==> src/verilog/cdm_consts.svh <==
/*
 * Fixed addresses, field positions and reset values of the call stack and
 * data memory block. Assumes it is included by bare name wherever needed.
 */
`ifndef CDM_CONSTS_SVH
`define CDM_CONSTS_SVH

// ------------------------------------------------------------------
// sizes
// ------------------------------------------------------------------
`define CDM_PC_W 11
`define CDM_ADDR_W 7
`define CDM_NIB_W 4
`define CDM_MEM_DEPTH 128
`define CDM_SEG_COUNT 9
`define CDM_XFER_COUNT 4
`define CDM_SYNTH_W 16
`define CDM_PORTB_W 3

// ------------------------------------------------------------------
// data memory map
// ------------------------------------------------------------------
`define CDM_XFER_FIRST 7'h0C
`define CDM_GP_LAST 7'h60
`define CDM_SEG_FIRST 7'h61
`define CDM_SEG_LAST 7'h69
`define CDM_DISP_EN 7'h6A
`define CDM_SYN_MODE 7'h6B
`define CDM_CE_JDG 7'h6C
`define CDM_UNLK_JDG 7'h6D
`define CDM_BT0_JDG 7'h6E
`define CDM_BT1_JDG 7'h6F
`define CDM_PORT_A 7'h70
`define CDM_PORT_B 7'h71
`define CDM_PORT_C 7'h72
`define CDM_PORT_D 7'h73
`define CDM_SYS_FIRST 7'h74
`define CDM_SYS_LAST 7'h7D
`define CDM_FLAG_LO 7'h7E
`define CDM_FLAG_HI 7'h7F
`define CDM_WREG_ROW 3'h0

// peripheral address of the synthesizer division ratio
`define CDM_PERIPH_SYNTH 7'h41

// ------------------------------------------------------------------
// field positions and values
// ------------------------------------------------------------------
`define CDM_FLAG_CMP 3
`define CDM_FLAG_CY 2
`define CDM_FLAG_Z 1
`define CDM_FLAG_BCD 0
`define CDM_JDG_BIT 0
`define CDM_NIB_ZERO 4'h0
`define CDM_PC_RESET 11'h000
`define CDM_PC_ONE 11'h001

`endif

==> src/verilog/cdm_pkg.sv <==
/*
 * Types of the call stack and data memory block: instruction codes and the
 * packed state record. Assumes cdm_consts.svh is on the include path.
 */
`include "cdm_consts.svh"

package cdm_pkg;

   // ------------------------------------------------------------------
   // memory instructions
   // ------------------------------------------------------------------
   typedef enum logic [3:0] {
      CDM_OP_ADD,
      CDM_OP_ADD_CY,
      CDM_OP_SUB,
      CDM_OP_SUB_BW,
      CDM_OP_AND,
      CDM_OP_OR,
      CDM_OP_XOR,
      CDM_OP_LOAD,
      CDM_OP_STORE,
      CDM_OP_SK_EQ,
      CDM_OP_SK_GE,
      CDM_OP_SK_LT,
      CDM_OP_SK_NE,
      CDM_OP_SK_ALL,
      CDM_OP_SK_NONE
   } cdm_op_e;

   typedef logic [`CDM_NIB_W-1:0] cdm_nib_t;
   typedef logic [`CDM_ADDR_W-1:0] cdm_addr_t;

   // ------------------------------------------------------------------
   // whole state of the block
   // ------------------------------------------------------------------
   typedef struct packed {
      logic [`CDM_MEM_DEPTH-1:0][`CDM_NIB_W-1:0] mem;
      logic [`CDM_PC_W-1:0] pc;
      logic [`CDM_PC_W-1:0] ret_addr;
      logic [`CDM_SYNTH_W-1:0] synth_div;
      logic [`CDM_NIB_W-1:0] pa_s1;
      logic [`CDM_NIB_W-1:0] pa_s2;
      logic [`CDM_PORTB_W-1:0] pb_s1;
      logic [`CDM_PORTB_W-1:0] pb_s2;
      logic ce_s1;
      logic ce_s2;
      logic ce_s3;
      logic [`CDM_NIB_W-1:0] result;
      logic skip;
      logic done;
   } cdm_state_s;

endpackage : cdm_pkg

==> src/verilog/cdm_core.sv <==
/*
 * Single-level return-address holder, program counter and the 128-nibble
 * data memory with its mapped peripheral, port, display and flag nibbles,
 * plus the nibble operation unit that executes the memory instructions.
 * Assumes: the instruction sequencer and peripherals run on sys_clk_i and
 * give one-cycle request pulses; port and enable pins are asynchronous.
 */
`include "cdm_consts.svh"

module cdm_core (
   input wire logic sys_clk_i,
   input wire logic rstn_i,
   // program flow from the sequencer
   input wire logic pc_step_i,
   input wire logic branch_i,
   input wire logic call_i,
   input wire logic return_i,
   input wire logic [`CDM_PC_W-1:0] target_addr_i,
   input wire logic clock_stop_i,
   // memory instruction
   input wire logic exec_i,
   input wire cdm_pkg::cdm_op_e op_i,
   input wire logic imm_mode_i,
   input wire logic [2:0] mem_row_i,
   input wire logic [3:0] mem_col_i,
   input wire logic [3:0] wreg_col_i,
   input wire logic [`CDM_NIB_W-1:0] imm_i,
   // peripheral transfers
   input wire logic periph_put_i,
   input wire logic periph_get_i,
   input wire logic [`CDM_ADDR_W-1:0] periph_addr_i,
   input wire logic [`CDM_SYNTH_W-1:0] synth_div_rd_i,
   input wire logic synth_unlock_i,
   input wire logic btm0_carry_i,
   input wire logic btm1_carry_i,
   // pins
   input wire logic ce_pin_i,
   input wire logic [`CDM_NIB_W-1:0] port_a_pin_i,
   input wire logic [`CDM_PORTB_W-1:0] port_b_pin_i,
   // outputs
   output logic [`CDM_PC_W-1:0] pc_o,
   output logic [`CDM_NIB_W-1:0] result_o,
   output logic skip_o,
   output logic done_o,
   output logic [`CDM_SEG_COUNT*`CDM_NIB_W-1:0] segment_data_o,
   output logic [`CDM_NIB_W-1:0] display_enable_ctrl_o,
   output logic [`CDM_NIB_W-1:0] synth_mode_ctrl_o,
   output logic [`CDM_SYNTH_W-1:0] synth_div_o,
   output logic [`CDM_NIB_W-1:0] port_a_data_o,
   output logic [`CDM_NIB_W-1:0] port_c_data_o,
   output logic port_d_data_o,
   output logic [`CDM_NIB_W-1:0] flag_word_high_o,
   output logic flag_word_low_o
);

   // ------------------------------------------------------------------
   // address helpers
   // ------------------------------------------------------------------
   function automatic cdm_pkg::cdm_addr_t join_addr(
      input logic [2:0] row,
      input logic [3:0] col
   );
      join_addr = {row, col};
   endfunction : join_addr

   function automatic logic is_sys_dead(input cdm_pkg::cdm_addr_t a);
      is_sys_dead = (a >= `CDM_SYS_FIRST) && (a <= `CDM_SYS_LAST);
   endfunction : is_sys_dead

   // what an instruction sees when it reads a nibble
   function automatic cdm_pkg::cdm_nib_t read_view(
      input cdm_pkg::cdm_state_s s,
      input cdm_pkg::cdm_addr_t a
   );
      if (is_sys_dead(a)) begin
         read_view = `CDM_NIB_ZERO;
      end else if (a == `CDM_PORT_A) begin
         // pins 0 and 1 are the two-way lines, 2 and 3 read back the latch
         read_view = {s.mem[a][3:2], s.pa_s2[1:0]};
      end else if (a == `CDM_PORT_B) begin
         read_view = {1'b0, s.pb_s2};
      end else if (a == `CDM_FLAG_HI) begin
         read_view = {s.mem[a][3:1], 1'b0};
      end else begin
         read_view = s.mem[a];
      end
   endfunction : read_view

   // value that a write leaves behind at a given nibble
   function automatic cdm_pkg::cdm_nib_t write_view(
      input cdm_pkg::cdm_addr_t a,
      input cdm_pkg::cdm_nib_t v,
      input cdm_pkg::cdm_nib_t old
   );
      if (is_sys_dead(a) || a == `CDM_PORT_B || a == `CDM_CE_JDG) begin
         write_view = old;
      end else if (a == `CDM_FLAG_LO) begin
         write_view = {3'b000, v[`CDM_FLAG_BCD]};
      end else if (a == `CDM_FLAG_HI) begin
         write_view = {v[3:1], 1'b0};
      end else if (a >= `CDM_UNLK_JDG && a <= `CDM_BT1_JDG) begin
         write_view = {3'b000, v[`CDM_JDG_BIT]};
      end else if (a == `CDM_PORT_D) begin
         write_view = {3'b000, v[0]};
      end else begin
         write_view = v;
      end
   endfunction : write_view

   // ------------------------------------------------------------------
   // state
   // ------------------------------------------------------------------
   cdm_pkg::cdm_state_s st_ff;
   cdm_pkg::cdm_state_s nxt_st;

   // ------------------------------------------------------------------
   // next state
   // ------------------------------------------------------------------
   always_comb begin
      logic ce_reset;
      cdm_pkg::cdm_addr_t m_addr;
      cdm_pkg::cdm_addr_t r_addr;
      cdm_pkg::cdm_addr_t dst;
      cdm_pkg::cdm_nib_t a_val;
      cdm_pkg::cdm_nib_t b_val;
      cdm_pkg::cdm_nib_t res;
      logic [`CDM_NIB_W:0] wide;
      logic carry_in;
      logic do_write;
      logic set_carry;
      logic skip;
      ce_reset = 1'b0;
      m_addr = '0;
      r_addr = '0;
      dst = '0;
      a_val = '0;
      b_val = '0;
      res = '0;
      wide = '0;
      carry_in = 1'b0;
      do_write = 1'b0;
      set_carry = 1'b0;
      skip = 1'b0;
      nxt_st = st_ff;

      // pin synchronisers; ports are looked at in the second stage, the enable in the second and third
      nxt_st.ce_s1 = ce_pin_i;
      nxt_st.ce_s2 = st_ff.ce_s1;
      nxt_st.ce_s3 = st_ff.ce_s2;
      nxt_st.pa_s1 = port_a_pin_i;
      nxt_st.pa_s2 = st_ff.pa_s1;
      nxt_st.pb_s1 = port_b_pin_i;
      nxt_st.pb_s2 = st_ff.pb_s1;
      ce_reset = st_ff.ce_s2 & ~st_ff.ce_s3;

      // ---------------------------------------------------------------
      // program counter and return-address holder
      // ---------------------------------------------------------------
      // the holder has no path from ce_reset or clock_stop_i
      if (ce_reset) begin
         nxt_st.pc = `CDM_PC_RESET;
      end else if (call_i) begin
         nxt_st.ret_addr = st_ff.pc;
         nxt_st.pc = target_addr_i;
      end else if (branch_i) begin
         nxt_st.pc = target_addr_i;
      end else if (return_i) begin
         nxt_st.pc = st_ff.ret_addr;
      end else if (pc_step_i) begin
         nxt_st.pc = st_ff.pc + `CDM_PC_ONE;
      end

      // ---------------------------------------------------------------
      // nibble operation unit
      // ---------------------------------------------------------------
      nxt_st.skip = 1'b0;
      nxt_st.done = exec_i;
      if (exec_i) begin
         m_addr = join_addr(mem_row_i, mem_col_i);
         r_addr = join_addr(`CDM_WREG_ROW, wreg_col_i);
         if (imm_mode_i) begin
            a_val = read_view(st_ff, m_addr);
            b_val = imm_i;
            dst = m_addr;
         end else begin
            a_val = read_view(st_ff, r_addr);
            b_val = read_view(st_ff, m_addr);
            dst = r_addr;
         end
         carry_in = st_ff.mem[`CDM_FLAG_HI][`CDM_FLAG_CY];
         case (op_i)
            cdm_pkg::CDM_OP_ADD, cdm_pkg::CDM_OP_ADD_CY: begin
               wide = {1'b0, a_val} + {1'b0, b_val}
                  + {{`CDM_NIB_W{1'b0}}, carry_in & (op_i == cdm_pkg::CDM_OP_ADD_CY)};
               res = wide[`CDM_NIB_W-1:0];
               do_write = 1'b1;
               set_carry = 1'b1;
            end
            cdm_pkg::CDM_OP_SUB, cdm_pkg::CDM_OP_SUB_BW: begin
               wide = {1'b0, a_val} - {1'b0, b_val}
                  - {{`CDM_NIB_W{1'b0}}, carry_in & (op_i == cdm_pkg::CDM_OP_SUB_BW)};
               res = wide[`CDM_NIB_W-1:0];
               do_write = 1'b1;
               set_carry = 1'b1;
            end
            cdm_pkg::CDM_OP_AND: begin
               res = a_val & b_val;
               do_write = 1'b1;
            end
            cdm_pkg::CDM_OP_OR: begin
               res = a_val | b_val;
               do_write = 1'b1;
            end
            cdm_pkg::CDM_OP_XOR: begin
               res = a_val ^ b_val;
               do_write = 1'b1;
            end
            cdm_pkg::CDM_OP_LOAD: begin
               // immediate form moves the constant into the memory nibble
               res = b_val;
               do_write = 1'b1;
            end
            cdm_pkg::CDM_OP_STORE: begin
               res = a_val;
               dst = m_addr;
               do_write = 1'b1;
            end
            cdm_pkg::CDM_OP_SK_EQ: begin
               res = a_val;
               skip = (a_val == b_val);
            end
            cdm_pkg::CDM_OP_SK_GE: begin
               res = a_val;
               skip = (a_val >= b_val);
            end
            cdm_pkg::CDM_OP_SK_LT: begin
               res = a_val;
               skip = (a_val < b_val);
            end
            cdm_pkg::CDM_OP_SK_NE: begin
               res = a_val;
               skip = (a_val != b_val);
            end
            cdm_pkg::CDM_OP_SK_ALL: begin
               res = a_val;
               skip = ((a_val & b_val) == b_val);
            end
            cdm_pkg::CDM_OP_SK_NONE: begin
               res = a_val;
               skip = ((a_val & b_val) == `CDM_NIB_ZERO);
            end
            default: begin
               res = a_val;
            end
         endcase
         // carry first, so a result aimed at the flag nibble replaces it
         if (set_carry) begin
            nxt_st.mem[`CDM_FLAG_HI][`CDM_FLAG_CY] = wide[`CDM_NIB_W];
         end
         if (do_write) begin
            nxt_st.mem[dst] = write_view(dst, res, nxt_st.mem[dst]);
         end
         nxt_st.result = res;
         nxt_st.skip = skip;
      end

      // ---------------------------------------------------------------
      // transfer buffer and synthesizer ratio
      // ---------------------------------------------------------------
      // buffer nibble 0C carries the most significant four bits
      if (periph_put_i && periph_addr_i == `CDM_PERIPH_SYNTH) begin
         for (int i = 0; i < `CDM_XFER_COUNT; i++) begin
            nxt_st.synth_div[`CDM_SYNTH_W-1-i*`CDM_NIB_W -: `CDM_NIB_W] =
               st_ff.mem[`CDM_XFER_FIRST + i[`CDM_ADDR_W-1:0]];
         end
      end
      // a read-back lands on the buffer after any instruction write
      if (periph_get_i && periph_addr_i == `CDM_PERIPH_SYNTH) begin
         for (int i = 0; i < `CDM_XFER_COUNT; i++) begin
            nxt_st.mem[`CDM_XFER_FIRST + i[`CDM_ADDR_W-1:0]] =
               synth_div_rd_i[`CDM_SYNTH_W-1-i*`CDM_NIB_W -: `CDM_NIB_W];
         end
      end

      // ---------------------------------------------------------------
      // hardware-set judge flags; a set beats a clear in the same cycle
      // ---------------------------------------------------------------
      nxt_st.mem[`CDM_CE_JDG] = {3'b000, st_ff.ce_s2};
      if (synth_unlock_i) begin
         nxt_st.mem[`CDM_UNLK_JDG][`CDM_JDG_BIT] = 1'b1;
      end
      if (btm0_carry_i) begin
         nxt_st.mem[`CDM_BT0_JDG][`CDM_JDG_BIT] = 1'b1;
      end
      if (btm1_carry_i) begin
         nxt_st.mem[`CDM_BT1_JDG][`CDM_JDG_BIT] = 1'b1;
      end

      // flag word is cleared at enable reset and clock stop
      if (ce_reset || clock_stop_i) begin
         nxt_st.mem[`CDM_FLAG_LO] = `CDM_NIB_ZERO;
         nxt_st.mem[`CDM_FLAG_HI] = `CDM_NIB_ZERO;
      end
   end

   // ------------------------------------------------------------------
   // registers
   // ------------------------------------------------------------------
   // the holder is zeroed too, but nothing may rely on that value
   always_ff @(posedge sys_clk_i or negedge rstn_i) begin
      if (!rstn_i) begin
         st_ff <= '0;
      end else begin
         st_ff <= nxt_st;
      end
   end

   // ------------------------------------------------------------------
   // outputs
   // ------------------------------------------------------------------
   assign pc_o = st_ff.pc;
   assign result_o = st_ff.result;
   assign skip_o = st_ff.skip;
   assign done_o = st_ff.done;
   assign display_enable_ctrl_o = st_ff.mem[`CDM_DISP_EN];
   assign synth_mode_ctrl_o = st_ff.mem[`CDM_SYN_MODE];
   assign synth_div_o = st_ff.synth_div;
   assign port_a_data_o = st_ff.mem[`CDM_PORT_A];
   assign port_c_data_o = st_ff.mem[`CDM_PORT_C];
   assign port_d_data_o = st_ff.mem[`CDM_PORT_D][0];
   assign flag_word_high_o = st_ff.mem[`CDM_FLAG_HI];
   assign flag_word_low_o = st_ff.mem[`CDM_FLAG_LO][`CDM_FLAG_BCD];

   // segment_data_8 at 61 sits in the top nibble
   for (genvar g = 0; g < `CDM_SEG_COUNT; g++) begin : g_seg
      assign segment_data_o[g*`CDM_NIB_W +: `CDM_NIB_W] =
         st_ff.mem[`CDM_SEG_LAST - `CDM_ADDR_W'(g)];
   end

endmodule : cdm_core

==> config.mk <==
export PLATFORM = sky130hd
export DESIGN_NAME = cdm_core
export DESIGN_NICKNAME = d
export VERILOG_FILES = /design/src/verilog/cdm_pkg.sv /design/src/verilog/cdm_core.sv
export VERILOG_INCLUDE_DIRS = /design/src /design/src/verilog
export SDC_FILE = /design/constraint.sdc
export NUM_CORES = 1
export LEC_CHECK = 0
export BUFFER_PORTS_ARGS = -buffer_cell sky130_fd_sc_hd__buf_2
export CAP_MARGIN = 0
export CORE_MARGIN = 5
export CORE_UTILIZATION = 45
export CTS_CLUSTER_SIZE = 28
export DETAILED_ROUTE_END_ITERATION = 8
export PLACE_DENSITY = 0.62
export SETUP_SLACK_MARGIN = 0.1
export SLEW_MARGIN = 30
export SYNTH_ARGS = -nofsm -noshare
export SYNTH_HDL_FRONTEND = slang
export SYNTH_SLANG_ARGS = --single-unit
==> constraint.sdc <==
create_clock -name sys_clk_i -period 5 [get_ports sys_clk_i]
set_clock_uncertainty 0.2 [all_clocks]
set_input_delay 0.5 -clock sys_clk_i [delete_from_list [all_inputs] [get_ports sys_clk_i]]
set_output_delay 0.5 -clock sys_clk_i [all_outputs]
set_load 0.01 [all_outputs]
==> metrics.txt, run 1 <==
Comb power frac=0.186; Final min period=4.87 ns; synthesis-stage register bit count=565; Core Rows=92; path type of the worst setup path=in -> reg; Initial Util=0.455; gr ovfl total=0; largest net degree at the start of global routing=144; fraction of registers with async set/reset=1.00; worst setup margin=0.127 ns; crit end category=register; RSZ-0062 raised after global routing=true; Clock Path Buffers=3; Synth top area share=0.493; Synth-to-Final Area Change=22.9%; Mapped Nets=2,787; initial antenna violation count=3; die footprint=68,900 um2; commonest cells after routing, fill and taps aside=nand2_1, dfrtp_1, o21ai_0, buf_4, buf_2; core area=63,100 um2; initial drt markers=2,310; number of synthesized flops with an enable pin=0; Vias/cell=5.77; post-synthesis cell type count=91; vias in the first global route=22,200; Mean Syn Cell Area=10.7 um2; Internal Power=8.62 mW; f_max=205 MHz; Main synth FF type=dfrtp_1; synthesized instance count=2,688; PD cells=338 nW/um2; Final GP Congestion=0.927; layout cells sized above 1=0.324; routed vias=22,500; # H-tree levels=2; grt met1 use=0.345; area leader, netlist=dfrtp_1; Nets=3,108; Total GRT Usage=0.249; # DRC=0; Startpoint Class=input port; I/O Pins=166; final setup vio count=0; HP Class=in -> reg; CP top delay family=compound AO/OA/AOI/OAI gates; GRT met2 Usage=0.404; Req. time, crit path=5.33 ns; hold slack=0.0877 ns; max-capacitance violation count=0; Slew Limit Fails=0; Syn. warnings=0; first-pass GRT wire length=136 mm; pre-CTS setup slack=-0.999 ns; GR peak layer=met2; Root Driver=clkbuf_16; leak pwr=15.9 nW; DRT antenna net count=0; switching share of power=0.277; number of port buffers=163; CTS tree=built; cell area after synthesis=28,700 um2; fill count=5,354; Critical Path AT=5.21 ns; sequential area share after synthesis=0.493; hpwl dp=62.0 mm; P_sw=3.30 mW; GR Layer Usage met3=0.0449; register area=14,100 um2; Clock Pin Slew Worst Setup and Hold Paths=0.06 ns; chip height=262 um; Slew @ Worst Pin=0.975 ns; period utilization=0.975; Critical Path Slowest Stage Cell=fa_2; fin util=0.559; Synth area leaders=dfrtp_1, mux4_2, nand2_1; commonest non-fill, non-tap cell in the layout=nand2_1; DRT Wirelength=91.0 mm; CP Max Fanout=12; clk sinks=565; VDD IR max=0.000287 V; status=finished, final reports clean; Slew headroom=0.345; CP max stage delay=0.37 ns; Sequential Power Share=0.422; clk_lat worst skew=0.65 ns; drt wl/cell=23.3 um; Critical Path, Cell by Cell=buf_2 -> buf_4 -> and2_1 -> a221oi_4 -> a22oi_2 -> o311ai_2 -> buf_4 -> buf_6 -> a21oi_1 -> nor2_2 -> o31ai_4 -> inv_2 -> fa_2 -> fa_2 -> o21ai_2 -> nand2b_1 -> xnor2_1 -> o221ai_2 -> a221o_1 -> and3_4 -> a2bb2oi_4 -> buf_12 -> buf_16 -> o21ai_1; Die Wd=262 um; Initial DRT Pass Iterations=6; endpoints failing hold=0; Clock Power Share=0.392; Num CTS Buffers=60; area of the multi-input gates=13,100 um2; CP bufs+invs=7
==> final timing paths <==
check,from,to,slack (ns),depth (start not counted)
worst max-delay path,mem_col_i[2],st_ff[227]$_DFFE_PN0P_,0.13,24
worst min-delay path,pc_step_i,pc_o[5]$_DFFE_PN0P_,0.09,4
worst max register to register,st_ff[297]$_DFFE_PN0P_,st_ff[227]$_DFFE_PN0P_,0.13,20
worst min register to register,nxt_st[16]$_DFF_PN0_,st_ff[16]$_DFF_PN0_,0.15,0
max in group asynchronous,rstn_i,segment_data_o[13]$_DFFE_PN0P_,2.96,3
min in group asynchronous,rstn_i,st_ff[218]$_DFFE_PN0P_,0.33,2
==> worst min-delay path, cell delays in order <==
cell     delay [ns]
buf_2          0.14
nor4_4         0.11
nand2_1        0.08
o21ai_0        0.07
==> metrics by stage <==
| step | cell area [um2] | power, mW | std cells | setup TNS, ns |
|---|---|---|---|---|
| 6_report | 35200 | 11.9 | 3907 | 0 |
| 2_1_floorplan | 28700 | 6.18 | 2688 | 0 |
| 5_1_grt | 35200 | 12.4 | 3905 | -0.664 |
| 4_1_cts | 34200 | 11.8 | 3858 | 0 |
| 3_3_place_gp | 31100 | 6.89 | 3683 | -299.86 |
| 3_5_place_dp | 31100 | 6.95 | 3683 | -303.97 |
==> area by class of cell <==
type                    count  area share
diodes                      2    0.000142
clock buffers              91      0.0513
clock inverters            21     0.00795
inverters                  27     0.00288
multi-input cells        1807       0.372
flip-flops and latches    565       0.401
well taps                 846      0.0300
repair buffers            548       0.135
==> what timing repair did <==
item,CTS,global route
gates resized for setup,88,93
pin swaps,22,29
endpoints found under the hold margin,130,0
gates cloned,4,18
hold buffers,39,0
endpoints found under the setup margin,444,236
setup buffers,20,30
==> sequential cells by signal (all words and copies together) (netlist names) <==
| name | flops |
|---|---|
| pc_o | 11 |
| segment_data_o | 36 |
| synth_mode_ctrl_o | 4 |
| port_d_data_o | 1 |
| flag_word_high_o | 4 |
| skip_o | 1 |
| port_a_data_o | 4 |
| result_o | 4 |
| nxt_st | 7 |
| st_ff | 467 |
| done_o | 1 |
| display_enable_ctrl_o | 4 |
| synth_div_o | 16 |
| port_c_data_o | 4 |
| flag_word_low_o | 1 |
==> synth_stat cells (all sizes together) (8+ instances only) <==
| cell type | instances |
|---|---|
| nand2 | 595 |
| dfrtp | 565 |
| o21ai | 479 |
| buf | 179 |
| mux4 | 127 |
| clkbuf | 110 |
| nor2 | 65 |
| a21oi | 63 |
| mux2 | 56 |
| mux2i | 55 |
| nand3 | 40 |
| inv | 26 |
| nor3 | 25 |
| and3 | 23 |
| and2 | 21 |
| ha | 20 |
| nor2b | 18 |
| nand2b | 17 |
| o22ai | 16 |
| nor3b | 11 |
| nor4 | 11 |
| a22oi | 10 |
| a221oi | 9 |
| o221ai | 8 |
| or3 | 8 |
| xor2 | 8 |
==> routing by layer <==
layer / up-vias / share of wire / wire, um
li1: 10100 / - / -
met1: 11300 / 0.42 / 37800
met2: 857 / 0.48 / 43400
met3: 198 / 0.071 / 6470
met4: 2 / 0.035 / 3230
met5: - / 0.00014 / 13
==> power by group through the flow <==
stage / Sequential [mW] / Combinational [mW] / Clock [mW]
after floorplan: 5.04 / 1.14 / 0
after global placement: 5.09 / 1.81 / 0
after detailed placement: 5.11 / 1.84 / 0
after CTS: 5.03 / 1.99 / 4.74
after global routing: 5.06 / 2.36 / 4.93
final: 5.03 / 2.22 / 4.67
==> logic make-up (layout without fill, tap and decap cells) <==
kind of cell	count (synthesis)	after routing	share of synthesized area
adder cells (fa/ha/maj)	24	24	0.0115
multiplexers	238	238	0.144
XOR/XNOR	11	11	0.00336
AND/OR/NAND/NOR	873	873	0.134
other	0	2	0
AO/OA/AOI/OAI	661	661	0.142
buffers and inverters	316	687	0.0728
flip-flops	565	565	0.493
Power figures use the tool's default switching activity.
==> run 2, diff against run 1 <==
Settings changed: CTS_BUF_LIST set to sky130_fd_sc_hd__clkbuf_8.
==> metrics.txt, run 2 (synthesis results as in run 1) <==
most frequent CP cell=buf_12; gr ovfl total=0 (unchanged); I/O Pins=166 (unchanged); leak pwr=16.0 nW (+0.54%); routed wl met2=43.4 mm (-0.11%); die footprint=68,900 um2 (unchanged); crit end category=register; register area=14,100 um2 (unchanged); launch point of the worst reg-to-reg path=st_ff[297]$_DFFE_PN0P_; commonest non-fill, non-tap cell in the layout=nand2_1; max-capacitance violation count=0 (unchanged); # H-tree levels=3 (+1); Slew Limit Fails=0 (unchanged); Nets=3,126 (+0.58%); layout cells sized above 1=0.327 (+0.00293); Biggest register=st_ff; core area=63,100 um2 (unchanged); largest net degree at the start of global routing=144 (unchanged); Final GP Congestion=0.927 (unchanged); Total GRT Usage=0.251 (+0.00181); Cells on Worst Hold Path=3 (-1); Sequential Power Share=0.434 (+0.012); status=finished, violations left; Num CTS Buffers=96 (+60%); Internal Power=8.25 mW (-4.3%); Top Layer Used=met4; final setup vio count=35 (+35); cells on worst reg2reg path=21 (+5.0%); drt wl/cell=23.0 um (-1.4%); Core Rows=92 (unchanged); initial antenna violation count=3 (unchanged); Initial DRT Pass Iterations=5 (-1); Clock Power Share=0.373 (-0.019); switching share of power=0.289 (+0.0120); hold_sp=op_i[3]; initial drt markers=2,334 (+1.0%); setup TNS=-0.535 ns (-0.535 ns); path type of the worst setup path=in -> reg; clk sinks=565 (unchanged); # DRC=0 (unchanged); Vias/cell=5.73 (-0.72%); Slew @ Worst Pin=1.01 ns (+0.0357 ns); Synth-to-Final Area Change=22.2%; Critical Path Slowest Stage Cell=a2111oi_0; area of the multi-input gates=13,100 um2 (-0.26%); failing checks=setup timing; Final min period=5.05 ns (+0.176 ns); Slew headroom=0.321 (-0.0240); number of flip-flops in the largest register=467 (unchanged); routed vias=22,600 (+0.47%); flop-to-flop setup slack=0 ns (-0.13 ns); number of port buffers=163 (unchanged); period utilization=1.01 (+0.0351); R2R Path End=st_ff[223]$_DFFE_PN0P_; fill count=5,394 (+0.75%); P_sw=3.35 mW (+1.5%); Req. time, crit path=5.39 ns (+0.06 ns); CTS tree=built; vias in the first global route=22,700 (+2.2%); clk_lat worst skew=0.71 ns (+0.06 ns); f_max=198 MHz (-3.5%); first-pass GRT wire length=137 mm (+0.69%); Hold EP=skip_o$_DFF_PN0_; Die Wd=262 um (unchanged); DRT antenna net count=0 (unchanged); Comb power frac=0.193 (+0.007); DRT Wirelength=90.8 mm (-0.21%); Clock Pin Slew Worst Setup and Hold Paths=0.06 ns (about the same); M1 wire length=37.4 mm (-1.1%); Critical Path AT=5.44 ns (+0.23 ns); endpoints failing hold=0 (unchanged); CP max stage delay=0.63 ns (+0.26 ns); worst setup margin=-0.0482 ns (-0.176 ns); fin util=0.556 (-0.00290); PD cells=331 nW/um2 (-2.2%); Clock Path Buffers=3 (unchanged); commonest cells after routing, fill and taps aside=nand2_1, dfrtp_1, buf_4, o21ai_0, buf_2; Initial Util=0.455 (unchanged); DP Area=31,100 um2 (unchanged); Finished Cell Area=35,100 um2 (-0.52%); chip height=262 um (unchanged); CP Max Fanout=14 (+2); Startpoint Class=input port; VDD IR max=0.000174 V (-39%); metal3 WL=6.90 mm (+6.6%); Root Driver=clkbuf_8; HP Class=in -> reg; RSZ-0062 raised after global routing=true; hpwl dp=62.0 mm (unchanged)
[run 2: cell types whose count changed in the layout (fill, tap and decap cells not counted), sizes merged]
cell | previous run | this run
clkinvlp | 4 | 1
clkbuf | 107 | 143
bufinv | 5 | 1
inv | 27 | 61
diode | 2 | 3
buf | 491 | 467
bufbuf | 2 | 1
clkinv | 12 | 11
dlygate4sd3 | 39 | 48
[run 2: per-layer routing]
| metal | vias to the layer above | track usage |
|---|---|---|
| met2 | 947 | 0.402 |
| met1 | 11300 | 0.342 |
| li1 | 10200 | - |
| met5 | - | 0 |
| met3 | 169 | 0.0488 |
| met4 | 0 | 0.0933 |
[run 2: worst max-delay path, delay by kind of cell]
| kind | cells | cell delay [ns] |
|---|---|---|
| adders and majority gates | 2 | 0.58 |
| and+or+nand+nor | 3 | 0.40 |
| AOI/OAI and AO/OA | 10 | 2.12 |
| buffers and inverters | 8 | 1.30 |
| muxes | 1 | 0.28 |
| xor gates and xnor gates | 1 | 0.21 |
[run 2: how the worst max path moves through the flow]
stage	startpoint	end	depth (start not counted)
final	mem_col_i[1]	st_ff[223]$_DFFE_PN0P_	25
after floorplan	mem_col_i[0]	port_c_data_o[2]$_DFFE_PN0P_	23
after detailed placement	mem_col_i[0]	st_ff[307]$_DFFE_PN0P_	20
after global placement	mem_col_i[0]	st_ff[311]$_DFFE_PN0P_	23
after global routing	st_ff[341]$_DFFE_PN0P_	st_ff[223]$_DFFE_PN0P_	20
after CTS	st_ff[297]$_DFFE_PN0P_	st_ff[223]$_DFFE_PN0P_	22
[run 2: repair_timing]
action	in CTS	in global routing
endpoints found under the hold margin	132	0
gates cloned	6	17
buffers inserted	12	9
gates resized for setup	101	120
hold buffers	48	0
pin swaps	22	60
setup endpoints to repair	434	212
[run 2: power groups by stage]
| stage | Sequential, mW | Combinational (mW) | Clock (mW) |
|---|---|---|---|
| floorplan | 5.04 | 1.14 | 0 |
| global placement | 5.09 | 1.81 | 0 |
| finish | 5.03 | 2.24 | 4.33 |
| detailed placement | 5.11 | 1.84 | 0 |
| CTS | 5.03 | 2.02 | 4.40 |
| global route | 5.06 | 2.39 | 4.63 |
[run 2: layout make-up]
cell class	count	area share
Clock inverter	47	0.00764
Sequential cell	565	0.403
Multi-Input combinational cell	1807	0.373
Tap cell	846	0.0302
Inverter	27	0.00289
Timing Repair Buffer	530	0.133
Antenna cell	3	0.000214
Clock buffer	129	0.0506
[run 2: metrics by stage]
stage          hold WS (ns)  setup WS [ns]  instances  power (mW)
3_5_place_dp          0.138         -0.999       3683        6.95
4_1_cts             0.00168         0.0593       3925        11.5
3_3_place_gp          0.143         -0.979       3683        6.89
6_report             0.0450        -0.0482       3954        11.6
5_1_grt              0.0440        -0.0932       3952        12.1
2_1_floorplan       0.00441          0.103       2688        6.18
